## config.mk

```make
export PLATFORM = sky130hd
export DESIGN_NAME = rpm_regulator_power_manager
export DESIGN_NICKNAME = d
export VERILOG_FILES = /design/src/shared/rpm_pkg.sv /design/src/shared/rpm_wake_if.sv /design/src/logic/rpm_wake_edge.sv /design/src/logic/rpm_regulator_power_manager.sv
export SDC_FILE = /design/constraint.sdc
export NUM_CORES = 1
export LEC_CHECK = 0
export BUFFER_PORTS_ARGS = -buffer_cell sky130_fd_sc_hd__clkbuf_2
export CAP_MARGIN = 20
export CORE_MARGIN = 2
export CORE_UTILIZATION = 50
export DETAILED_ROUTE_END_ITERATION = 7
export GPL_TIMING_DRIVEN = 0
export PLACE_DENSITY = 0.83
export SETUP_SLACK_MARGIN = 0.3
export SYNTH_ARGS = -nofsm -noshare
export SYNTH_HDL_FRONTEND = slang
export SYNTH_SLANG_ARGS = --single-unit
```

## constraint.sdc

```tcl
create_clock -name i_ref_clk -period 3.05 [get_ports i_ref_clk]
set_input_delay 0.1525 -clock i_ref_clk [delete_from_list [all_inputs] [get_ports i_ref_clk]]
set_output_delay 0.1525 -clock i_ref_clk [all_outputs]
set_load 0.02 [all_outputs]
```

## src/shared/rpm_pkg.sv

```systemverilog
// Constants, register map and state codes of the regulator power manager.
// Assumes a single 25 MHz reference clock and word-aligned register access.
package rpm_pkg;

	// ============================================================
	// Register bus
	localparam int unsigned ADDR_W  = 8;
	localparam int unsigned DATA_W  = 32;

	localparam logic [7:0] OFF_CTRL    = 8'h00;
	localparam logic [7:0] OFF_STATUS  = 8'h04;
	localparam logic [7:0] OFF_EVENT   = 8'h08;
	localparam logic [7:0] OFF_WAKECNT = 8'h0C;

	// ============================================================
	// Field positions
	localparam int unsigned CTRL_REQ_BIT     = 0;
	localparam int unsigned ST_EN_BIT        = 0;
	localparam int unsigned ST_GOOD_BIT      = 1;
	localparam int unsigned ST_PUB_BIT       = 2;
	localparam int unsigned ST_TRST_BIT      = 3;
	localparam int unsigned ST_REQ_BIT       = 4;
	localparam int unsigned ST_PINHOLD_BIT   = 5;
	localparam int unsigned ST_TRSTHOLD_BIT  = 6;
	localparam int unsigned ST_STATE_LSB     = 8;
	localparam int unsigned EV_WAKE_BIT      = 0;
	localparam int unsigned EV_OFF_BIT       = 1;
	localparam int unsigned EV_N             = 2;

	// ============================================================
	// Reset values
	localparam logic [DATA_W-1:0] RST_ZERO   = 32'h0000_0000;
	localparam logic [7:0]        RST_WAKECNT = 8'h00;
	localparam logic [EV_N-1:0]   RST_EVENT  = 2'h0;

	// ============================================================
	// Timing
	localparam int unsigned CLK_PERIOD_NS  = 40;
	localparam int unsigned GOOD_DELAY_NS  = 640;
	localparam int unsigned GOOD_DELAY_CYC =
		(GOOD_DELAY_NS + CLK_PERIOD_NS - 1) / CLK_PERIOD_NS;
	localparam int unsigned CNT_W = 5;
	localparam logic [CNT_W-1:0] GOOD_CNT_LAST =
		CNT_W'(GOOD_DELAY_CYC - 1);
	localparam logic [CNT_W-1:0] CNT_ZERO = 5'h00;

	// ============================================================
	// Core supply states, one-hot
	typedef enum logic [2:0] {
		ST_OFF  = 3'b001,
		ST_RAMP = 3'b010,
		ST_GOOD = 3'b100
	} rpm_state_t;

endpackage

```

## src/shared/rpm_wake_if.sv

```systemverilog
// Carries the qualified wake edge from the edge stage to the manager.
// Assumes both ends run on the same reference clock.
`timescale 1ns/1ps

interface rpm_wake_if;
	logic rise;   // One-cycle pulse on a low-to-high match
	logic level;  // Registered match level

	modport src (output rise, output level);
	modport dst (input rise, input level);
endinterface

```

## src/logic/rpm_wake_edge.sv

```systemverilog
// Edge stage for the clock match wake input.
// Assumes the match input is synchronous to the reference clock.
`timescale 1ns/1ps

module rpm_wake_edge (
	input  wire logic i_ref_clk,   // Reference clock
	input  wire logic i_rstn,      // Async reset, active low
	input  wire logic i_match,     // Clock match wake level
	rpm_wake_if.src   wake         // Edge toward the manager
);

	logic prev_q;
	logic rise_q;
	wire  rise_d = i_match & ~prev_q;

	// ============================================================
	// Edge detection
	// Previous level resets high so a match held across reset is no wake
	always_ff @(posedge i_ref_clk or negedge i_rstn) begin
		if (!i_rstn) begin
			prev_q <= 1'b1;
			rise_q <= 1'b0;
		end else begin
			prev_q <= i_match;
			rise_q <= rise_d;
		end
	end

	assign wake.rise  = rise_q;
	assign wake.level = prev_q;

endmodule

```

## src/logic/rpm_regulator_power_manager.sv

```systemverilog
// Regulator power manager: decides when the core regulator is enabled.
// Assumes synchronous pins, one 25 MHz clock and a plain register port.
//
// Operation
// Fabric keeps the regulator on by holding the power-up request high.
// Dropping the request turns the regulator off only with the bar pin high and test reset low.
// The initial-state tie picks the regulator state when supply comes up.
// A rising edge on the clock match wake input switches the regulator on.
// A low power-up-bar pin keeps the regulator enabled regardless of all else.
// A high test reset keeps the regulator enabled regardless of all else.
// Core good shows the fabric powered and working; its low is never seen by fabric.
// The core power-up output is always the inverse of the power-up-bar pin; here it is the registered inverse, one cycle late and 0 in reset.
// The regulator enable output is 1 to enable and 0 to disable the regulator.
// Test reset and regulator enable are internal wires, not fabric macro ports; here both are ports of the manager and are read in the status word.
// Enable is request or bar pin low or test reset high or a match edge, else off.
`timescale 1ns/1ps

module rpm_regulator_power_manager (
	input  wire logic        i_ref_clk,               // Reference clock
	input  wire logic        i_rstn,                  // Async reset, low
	input  wire logic [7:0]  i_addr,                  // Register address
	input  wire logic [31:0] i_wdata,                 // Write data
	input  wire logic        i_wr,                    // Write strobe
	input  wire logic        i_rd,                    // Read strobe
	output logic      [31:0] o_rdata,                 // Read data, next cycle
	input  wire logic        i_reg_initial_state_tie, // Initial state tie
	input  wire logic        i_clock_match_wake,      // Clock match wake
	input  wire logic        i_power_up_bar_pin,      // Power-up-bar pin
	input  wire logic        i_test_reset,            // Test reset pin
	output logic             o_regulator_enable_out,  // Regulator enable
	output logic             o_core_good,             // Core good
	output logic             o_core_powerup_out       // Inverse of bar pin
);

	// ============================================================
	// Address decode
	function automatic logic addr_hit(input logic [7:0] a,
		input logic [7:0] off);
		addr_hit = (a == off);
	endfunction

	wire wr_ctrl    = i_wr & addr_hit(i_addr, rpm_pkg::OFF_CTRL);
	wire wr_event   = i_wr & addr_hit(i_addr, rpm_pkg::OFF_EVENT);
	wire wr_wakecnt = i_wr & addr_hit(i_addr, rpm_pkg::OFF_WAKECNT);
	wire rd_ctrl    = addr_hit(i_addr, rpm_pkg::OFF_CTRL);
	wire rd_status  = addr_hit(i_addr, rpm_pkg::OFF_STATUS);
	wire rd_event   = addr_hit(i_addr, rpm_pkg::OFF_EVENT);
	wire rd_wakecnt = addr_hit(i_addr, rpm_pkg::OFF_WAKECNT);

	// ============================================================
	// Wake edge stage
	rpm_wake_if wake ();

	rpm_wake_edge u_wake_edge (
		.i_ref_clk (i_ref_clk),
		.i_rstn    (i_rstn),
		.i_match   (i_clock_match_wake),
		.wake      (wake.src)
	);

	// ============================================================
	// State
	logic                   init_done_q;
	logic                   req_q;
	logic                   req_d;
	logic                   en_q;
	logic                   good_q;
	logic                   core_powerup_out_q;
	logic [31:0]            rdata_q;
	logic [31:0]            rdata_d;
	logic [7:0]             wakecnt_q;
	logic [7:0]             wakecnt_d;
	logic [rpm_pkg::EV_N-1:0] event_q;
	logic [rpm_pkg::EV_N-1:0] event_set;
	logic [rpm_pkg::CNT_W-1:0] cnt_q;
	logic [rpm_pkg::CNT_W-1:0] cnt_d;
	rpm_pkg::rpm_state_t    state_q;
	rpm_pkg::rpm_state_t    state_d;

	// ============================================================
	// Hold sources
	wire pin_hold  = ~i_power_up_bar_pin;
	wire trst_hold = i_test_reset;
	wire en_d      = req_q | pin_hold | trst_hold;
	wire en_fall   = en_q & ~en_d;

	// ============================================================
	// Power-up request
	// The wake edge is folded into the request so the regulator stays on
	// after the one-cycle pulse; a clear in the same cycle loses.
	always_comb begin
		req_d = req_q;
		if (!init_done_q) begin
			req_d = i_reg_initial_state_tie;
		end else if (wake.rise) begin
			req_d = 1'b1;
		end else if (wr_ctrl) begin
			req_d = i_wdata[rpm_pkg::CTRL_REQ_BIT];
		end
	end

	// Tie is caught on the first edge after reset release
	always_ff @(posedge i_ref_clk or negedge i_rstn) begin
		if (!i_rstn) begin
			init_done_q <= 1'b0;
			req_q       <= 1'b0;
		end else begin
			init_done_q <= 1'b1;
			req_q       <= req_d;
		end
	end

	// ============================================================
	// Regulator enable and pin mirror
	always_ff @(posedge i_ref_clk or negedge i_rstn) begin
		if (!i_rstn) begin
			en_q     <= 1'b0;
			core_powerup_out_q <= 1'b0;
		end else begin
			en_q     <= en_d;
			core_powerup_out_q <= ~i_power_up_bar_pin;
		end
	end

	// ============================================================
	// Core supply sequencing
	// Good is withheld until the ramp delay has passed after enable.
	wire cnt_done = (cnt_q == rpm_pkg::GOOD_CNT_LAST);

	always_comb begin
		state_d = state_q;
		cnt_d   = rpm_pkg::CNT_ZERO;
		unique case (state_q)
			rpm_pkg::ST_OFF: begin
				if (en_q) begin
					state_d = rpm_pkg::ST_RAMP;
				end
			end
			rpm_pkg::ST_RAMP: begin
				if (!en_q) begin
					state_d = rpm_pkg::ST_OFF;
				end else if (cnt_done) begin
					state_d = rpm_pkg::ST_GOOD;
				end else begin
					cnt_d = cnt_q + 5'h01;
				end
			end
			rpm_pkg::ST_GOOD: begin
				if (!en_q) begin
					state_d = rpm_pkg::ST_OFF;
				end
			end
			default: begin
				state_d = rpm_pkg::ST_OFF;
			end
		endcase
	end

	always_ff @(posedge i_ref_clk or negedge i_rstn) begin
		if (!i_rstn) begin
			state_q <= rpm_pkg::ST_OFF;
			cnt_q   <= rpm_pkg::CNT_ZERO;
			good_q  <= 1'b0;
		end else begin
			state_q <= state_d;
			cnt_q   <= cnt_d;
			good_q  <= (state_d == rpm_pkg::ST_GOOD);
		end
	end

	// ============================================================
	// Sticky events, write one to clear, set wins
	assign event_set[rpm_pkg::EV_WAKE_BIT] = wake.rise;
	assign event_set[rpm_pkg::EV_OFF_BIT]  = en_fall;

	genvar gi;
	generate
		for (gi = 0; gi < rpm_pkg::EV_N; gi++) begin : g_event
			wire clr = wr_event & i_wdata[gi];
			always_ff @(posedge i_ref_clk or negedge i_rstn) begin
				if (!i_rstn) begin
					event_q[gi] <= 1'b0;
				end else if (event_set[gi]) begin
					event_q[gi] <= 1'b1;
				end else if (clr) begin
					event_q[gi] <= 1'b0;
				end
			end
		end
	endgenerate

	// ============================================================
	// Wake counter, wraps; any write zeroes it unless a wake lands
	always_comb begin
		wakecnt_d = wakecnt_q;
		if (wake.rise) begin
			wakecnt_d = wakecnt_q + 8'h01;
		end else if (wr_wakecnt) begin
			wakecnt_d = rpm_pkg::RST_WAKECNT;
		end
	end

	always_ff @(posedge i_ref_clk or negedge i_rstn) begin
		if (!i_rstn) begin
			wakecnt_q <= rpm_pkg::RST_WAKECNT;
		end else begin
			wakecnt_q <= wakecnt_d;
		end
	end

	// ============================================================
	// Read path
	// Data stands only in the cycle after the strobe; unmapped reads zero.
	wire [31:0] status_word = {
		21'h000000,
		state_q,
		1'b0,
		trst_hold,
		pin_hold,
		req_q,
		i_test_reset,
		i_power_up_bar_pin,
		good_q,
		en_q
	};

	always_comb begin
		rdata_d = rpm_pkg::RST_ZERO;
		if (i_rd) begin
			if (rd_ctrl) begin
				rdata_d = {31'h00000000, req_q};
			end else if (rd_status) begin
				rdata_d = status_word;
			end else if (rd_event) begin
				rdata_d = {30'h00000000, event_q};
			end else if (rd_wakecnt) begin
				rdata_d = {24'h000000, wakecnt_q};
			end
		end
	end

	always_ff @(posedge i_ref_clk or negedge i_rstn) begin
		if (!i_rstn) begin
			rdata_q <= rpm_pkg::RST_ZERO;
		end else begin
			rdata_q <= rdata_d;
		end
	end

	// ============================================================
	// Outputs
	// Enable and test reset stay inside the device; fabric reads both in the status word.
	assign o_rdata                = rdata_q;
	assign o_regulator_enable_out = en_q;
	assign o_core_good            = good_q;
	assign o_core_powerup_out     = core_powerup_out_q;

endmodule

```

==> out/results.tsv <==
stage	metric	value	unit
floorplanning	core area	0.00342	mm^2
sta	Max Freq	698	MHz
clock_tree	CTS buffer count	5	
clock_tree	CTS tree	built	
sta	Max Slew Vio Count	0	
synthesis	Mapped Cells	166	
floorplanning	Die Height	64.2	um
sta	minimum clock period after layout	1.43	ns
synthesis	Synth area leaders	dfrtp_1 (47%), buf_4 (8.7%), dfstp_2 (2.9%), nand2_1 (2.5%), nand2b_1 (2.1%)	
clock_tree	# clock sinks	36	
grt	first-pass GRT wire length	5760	um
critical_path	crit start category	register	
grt	All-Layer GR Usage	18.2	%
synthesis	Syn Area/Cell	10.9	um^2
sta	Worst-Margin Slew	0.852	ns
floorplanning	full die area	0.00412	mm^2
grt	GR Overflow Total	0	
synthesis	Post-synth top flop	dfrtp_1	
floorplanning	Initial Util	53.0	%
final_layout	diodes inserted	0	
critical_path	crit path DAT	1.71	ns
pwr	Power, Total	1.19	mW
critical_path	Req. time, crit path	3.33	ns
final_layout	layout cells sized above 1	32.3	%
placement	post-DP HPWL	2350	um
status	status	finished clean	
sta	Slew headroom	43.2	%
synthesis	sequential element share of the synthesized area	49.9	%
clock_tree	hold buffer count at cts	3	
clock_tree	Clock Path Buffers	2	
placement	GPL Wtd Cong	0.800	
pwr	VDD IR max	0.363	mV
route	DR DRC count	0	
floorplanning	Die W	64.2	um
job	max cap viols	0	
route	ANT nets after route	0	
synthesis	cell with the most instances after synthesis	dfrtp_1	
critical_path	Reg2Reg Setup Slack	1.62	ns
pwr	static leakage	1.09	nW
final_layout	# fillers	291	
synthesis	FF+latch count, synth	36	
floorplanning	Row Count	21	
route	via/cell ratio	4.77	
route	TritonRoute pass-1 iters	4	
critical_path	Buf/Inv on CP	1	
clock_tree	number of gates resized after CTS	0	
synthesis	count of cell types in the netlist	48	
grt	vias in the first global route	1241	
sta	RSZ-0062 raised after global routing	false	
synthesis	Post-synth EDFFs	0	
route	DR vias	1298	
placement	PortBufs	29	
floorplanning	I/O pins	83	
sta	setup TNS	0	ns
synthesis	yosys warns	0	
clock_tree	Worst-path clk slew	0.11	ns
critical_path	crit-path max FO	10	
grt	largest net degree at the start of global routing	37	
critical_path	CP max stage delay	0.54	ns
critical_path	crit-path cells	buf_2 -> nand4_1 -> or4_1 -> o21ai_1	
sta	Worst Skew	0.00420	ns
route	Initial DRC Count	64	
grt	antenna violations before repair	0	
pwr	PD cells	543	mW/mm^2
route	final WL	3260	um
clock_tree	clock latency on the worst-skew pair	0.34	ns
min_path	Hold Crit Class	in -> reg	
clock_tree	root buf cell	clkbuf_4	
route	average wire per standard cell	12.0	um
clock_tree	post-CTS setup buffers	0	
synthesis	Async SR Flop Fraction	100	%
synthesis	most frequent cells after synthesis	dfrtp_1 (34), buf_4 (21), nand2_1 (12), nor2_1 (9)	
final_layout	area delta synth->final	21.2	%
critical_path	Crit. End Element	register	
synthesis	Synth Cell Area	0.00181	mm^2
final_layout	Total Nets Final	275	
sta	Hold Vio Cnt, Final	0	
clock_tree	CTS HTree Levels	2	
synthesis	area leader, netlist	dfrtp_1	
synthesis	Synth top area share	47.0	%
sta	Finish-stage setup viols	0	
critical_path	CP top delay family	simple AND/OR/NAND/NOR gates	
critical_path	Slowest-stage cell, CP	or4_1	
sta	final period utilization	47.0	%
critical_path	Crit Path Category	reg -> reg	
==> registers in the layout, summed over array words and instances (netlist names) <==
register                count
cnt_q                       5
event_q                     2
init_done_q                 1
o_core_good                 1
o_core_powerup_out          1
o_rdata                    11
o_regulator_enable_out      1
req_q                       1
state_q                     3
u_wake_edge.wake.level      1
u_wake_edge.wake.rise       1
wakecnt_q                   8
==> layout by cell type (no fill, tap or decap), types with 5 or more instances in the layout <==
| master | n |
|---|---|
| nor2_1 | 9 |
| conb_1 | 22 |
| nand2b_1 | 6 |
| inv_1 | 5 |
| nor2b_1 | 5 |
| clkbuf_2 | 29 |
| buf_4 | 21 |
| dfrtp_1 | 34 |
| nand2_1 | 12 |
| o21ai_1 | 6 |
| a21oi_1 | 6 |
| clkbuf_4 | 5 |
==> per-layer routing <==
| layer | track usage (%) | up-vias | wire length (um) |
|---|---|---|---|
| met3 | 5.28 | 5 | 173 |
| li1 | - | 654 | - |
| met4 | 7.98 | 0 | 50 |
| met2 | 27.0 | 37 | 1480 |
| met5 | 0 | - | 0 |
| met1 | 24.7 | 602 | 1550 |
==> where the power goes <==
part	total (mW)	leakage (nW)	internal, mW	switching, mW
Combinational	0.234	0.591	0.112	0.123
Sequential	0.626	0.455	0.544	0.0820
Clock	0.331	0.0422	0.172	0.159
==> per-stage QoR <==
step                      area [um^2]  instances  worst slack [ns]  util (%)  hold slack (ns)
after floorplan                  1890        186              1.76         -           -0.143
after global placement           2090        261              1.60      61.1            0.251
after detailed placement         2090        261              1.57      61.1            0.254
after CTS                        2190        272              1.61      64.2           0.0336
after global routing             2190        272              1.45      64.2           0.0498
final                            2190        272              1.62      64.2           0.0395
==> layout make-up <==
class                      instances  area (um^2)  share of cell area [%]
inverter                           5         18.8                   0.855
clock buffer                       6         41.3                    1.88
clock inverter                     2         35.0                    1.60
sequential                        36          903                    41.2
tap                               46         57.6                    2.62
buffer                            25          191                    8.72
multi-input combinational        120          772                    35.2
timing repair buffer              32          175                    7.98
==> logic make-up (layout without fill, tap and decap cells) <==
family	after synthesis	after routing	synth area share, %
AO/OA/AOI/OAI	25	25	8.92
XOR/XNOR	3	3	1.45
adder cells (fa/ha/maj)	2	2	1.38
buffers and inverters	30	70	11.6
flip-flops	36	36	49.9
multiplexers	4	4	2.97
other	2	22	0.415
AND/OR/NAND/NOR	64	64	23.4
==> worst min-delay path: stages <==
cell	delay (ns)
clkbuf_2	0.08
nor2_1	0.07
a41oi_1	0.04
==> final timing paths <==
kind,startpoint,end,cells after the start
worst max-delay path,u_wake_edge.wake.rise,wakecnt_q[7],4
worst min-delay path,i_reg_initial_state_tie,req_q,3
worst max register to register,u_wake_edge.wake.rise,wakecnt_q[7],4
worst min register to register,event_q[0],event_q[0],1
max in group asynchronous,i_rstn,wakecnt_q[2],2
min in group asynchronous,i_rstn,state_q[1],2
No activity file was read; power rests on OpenSTA's default activity.
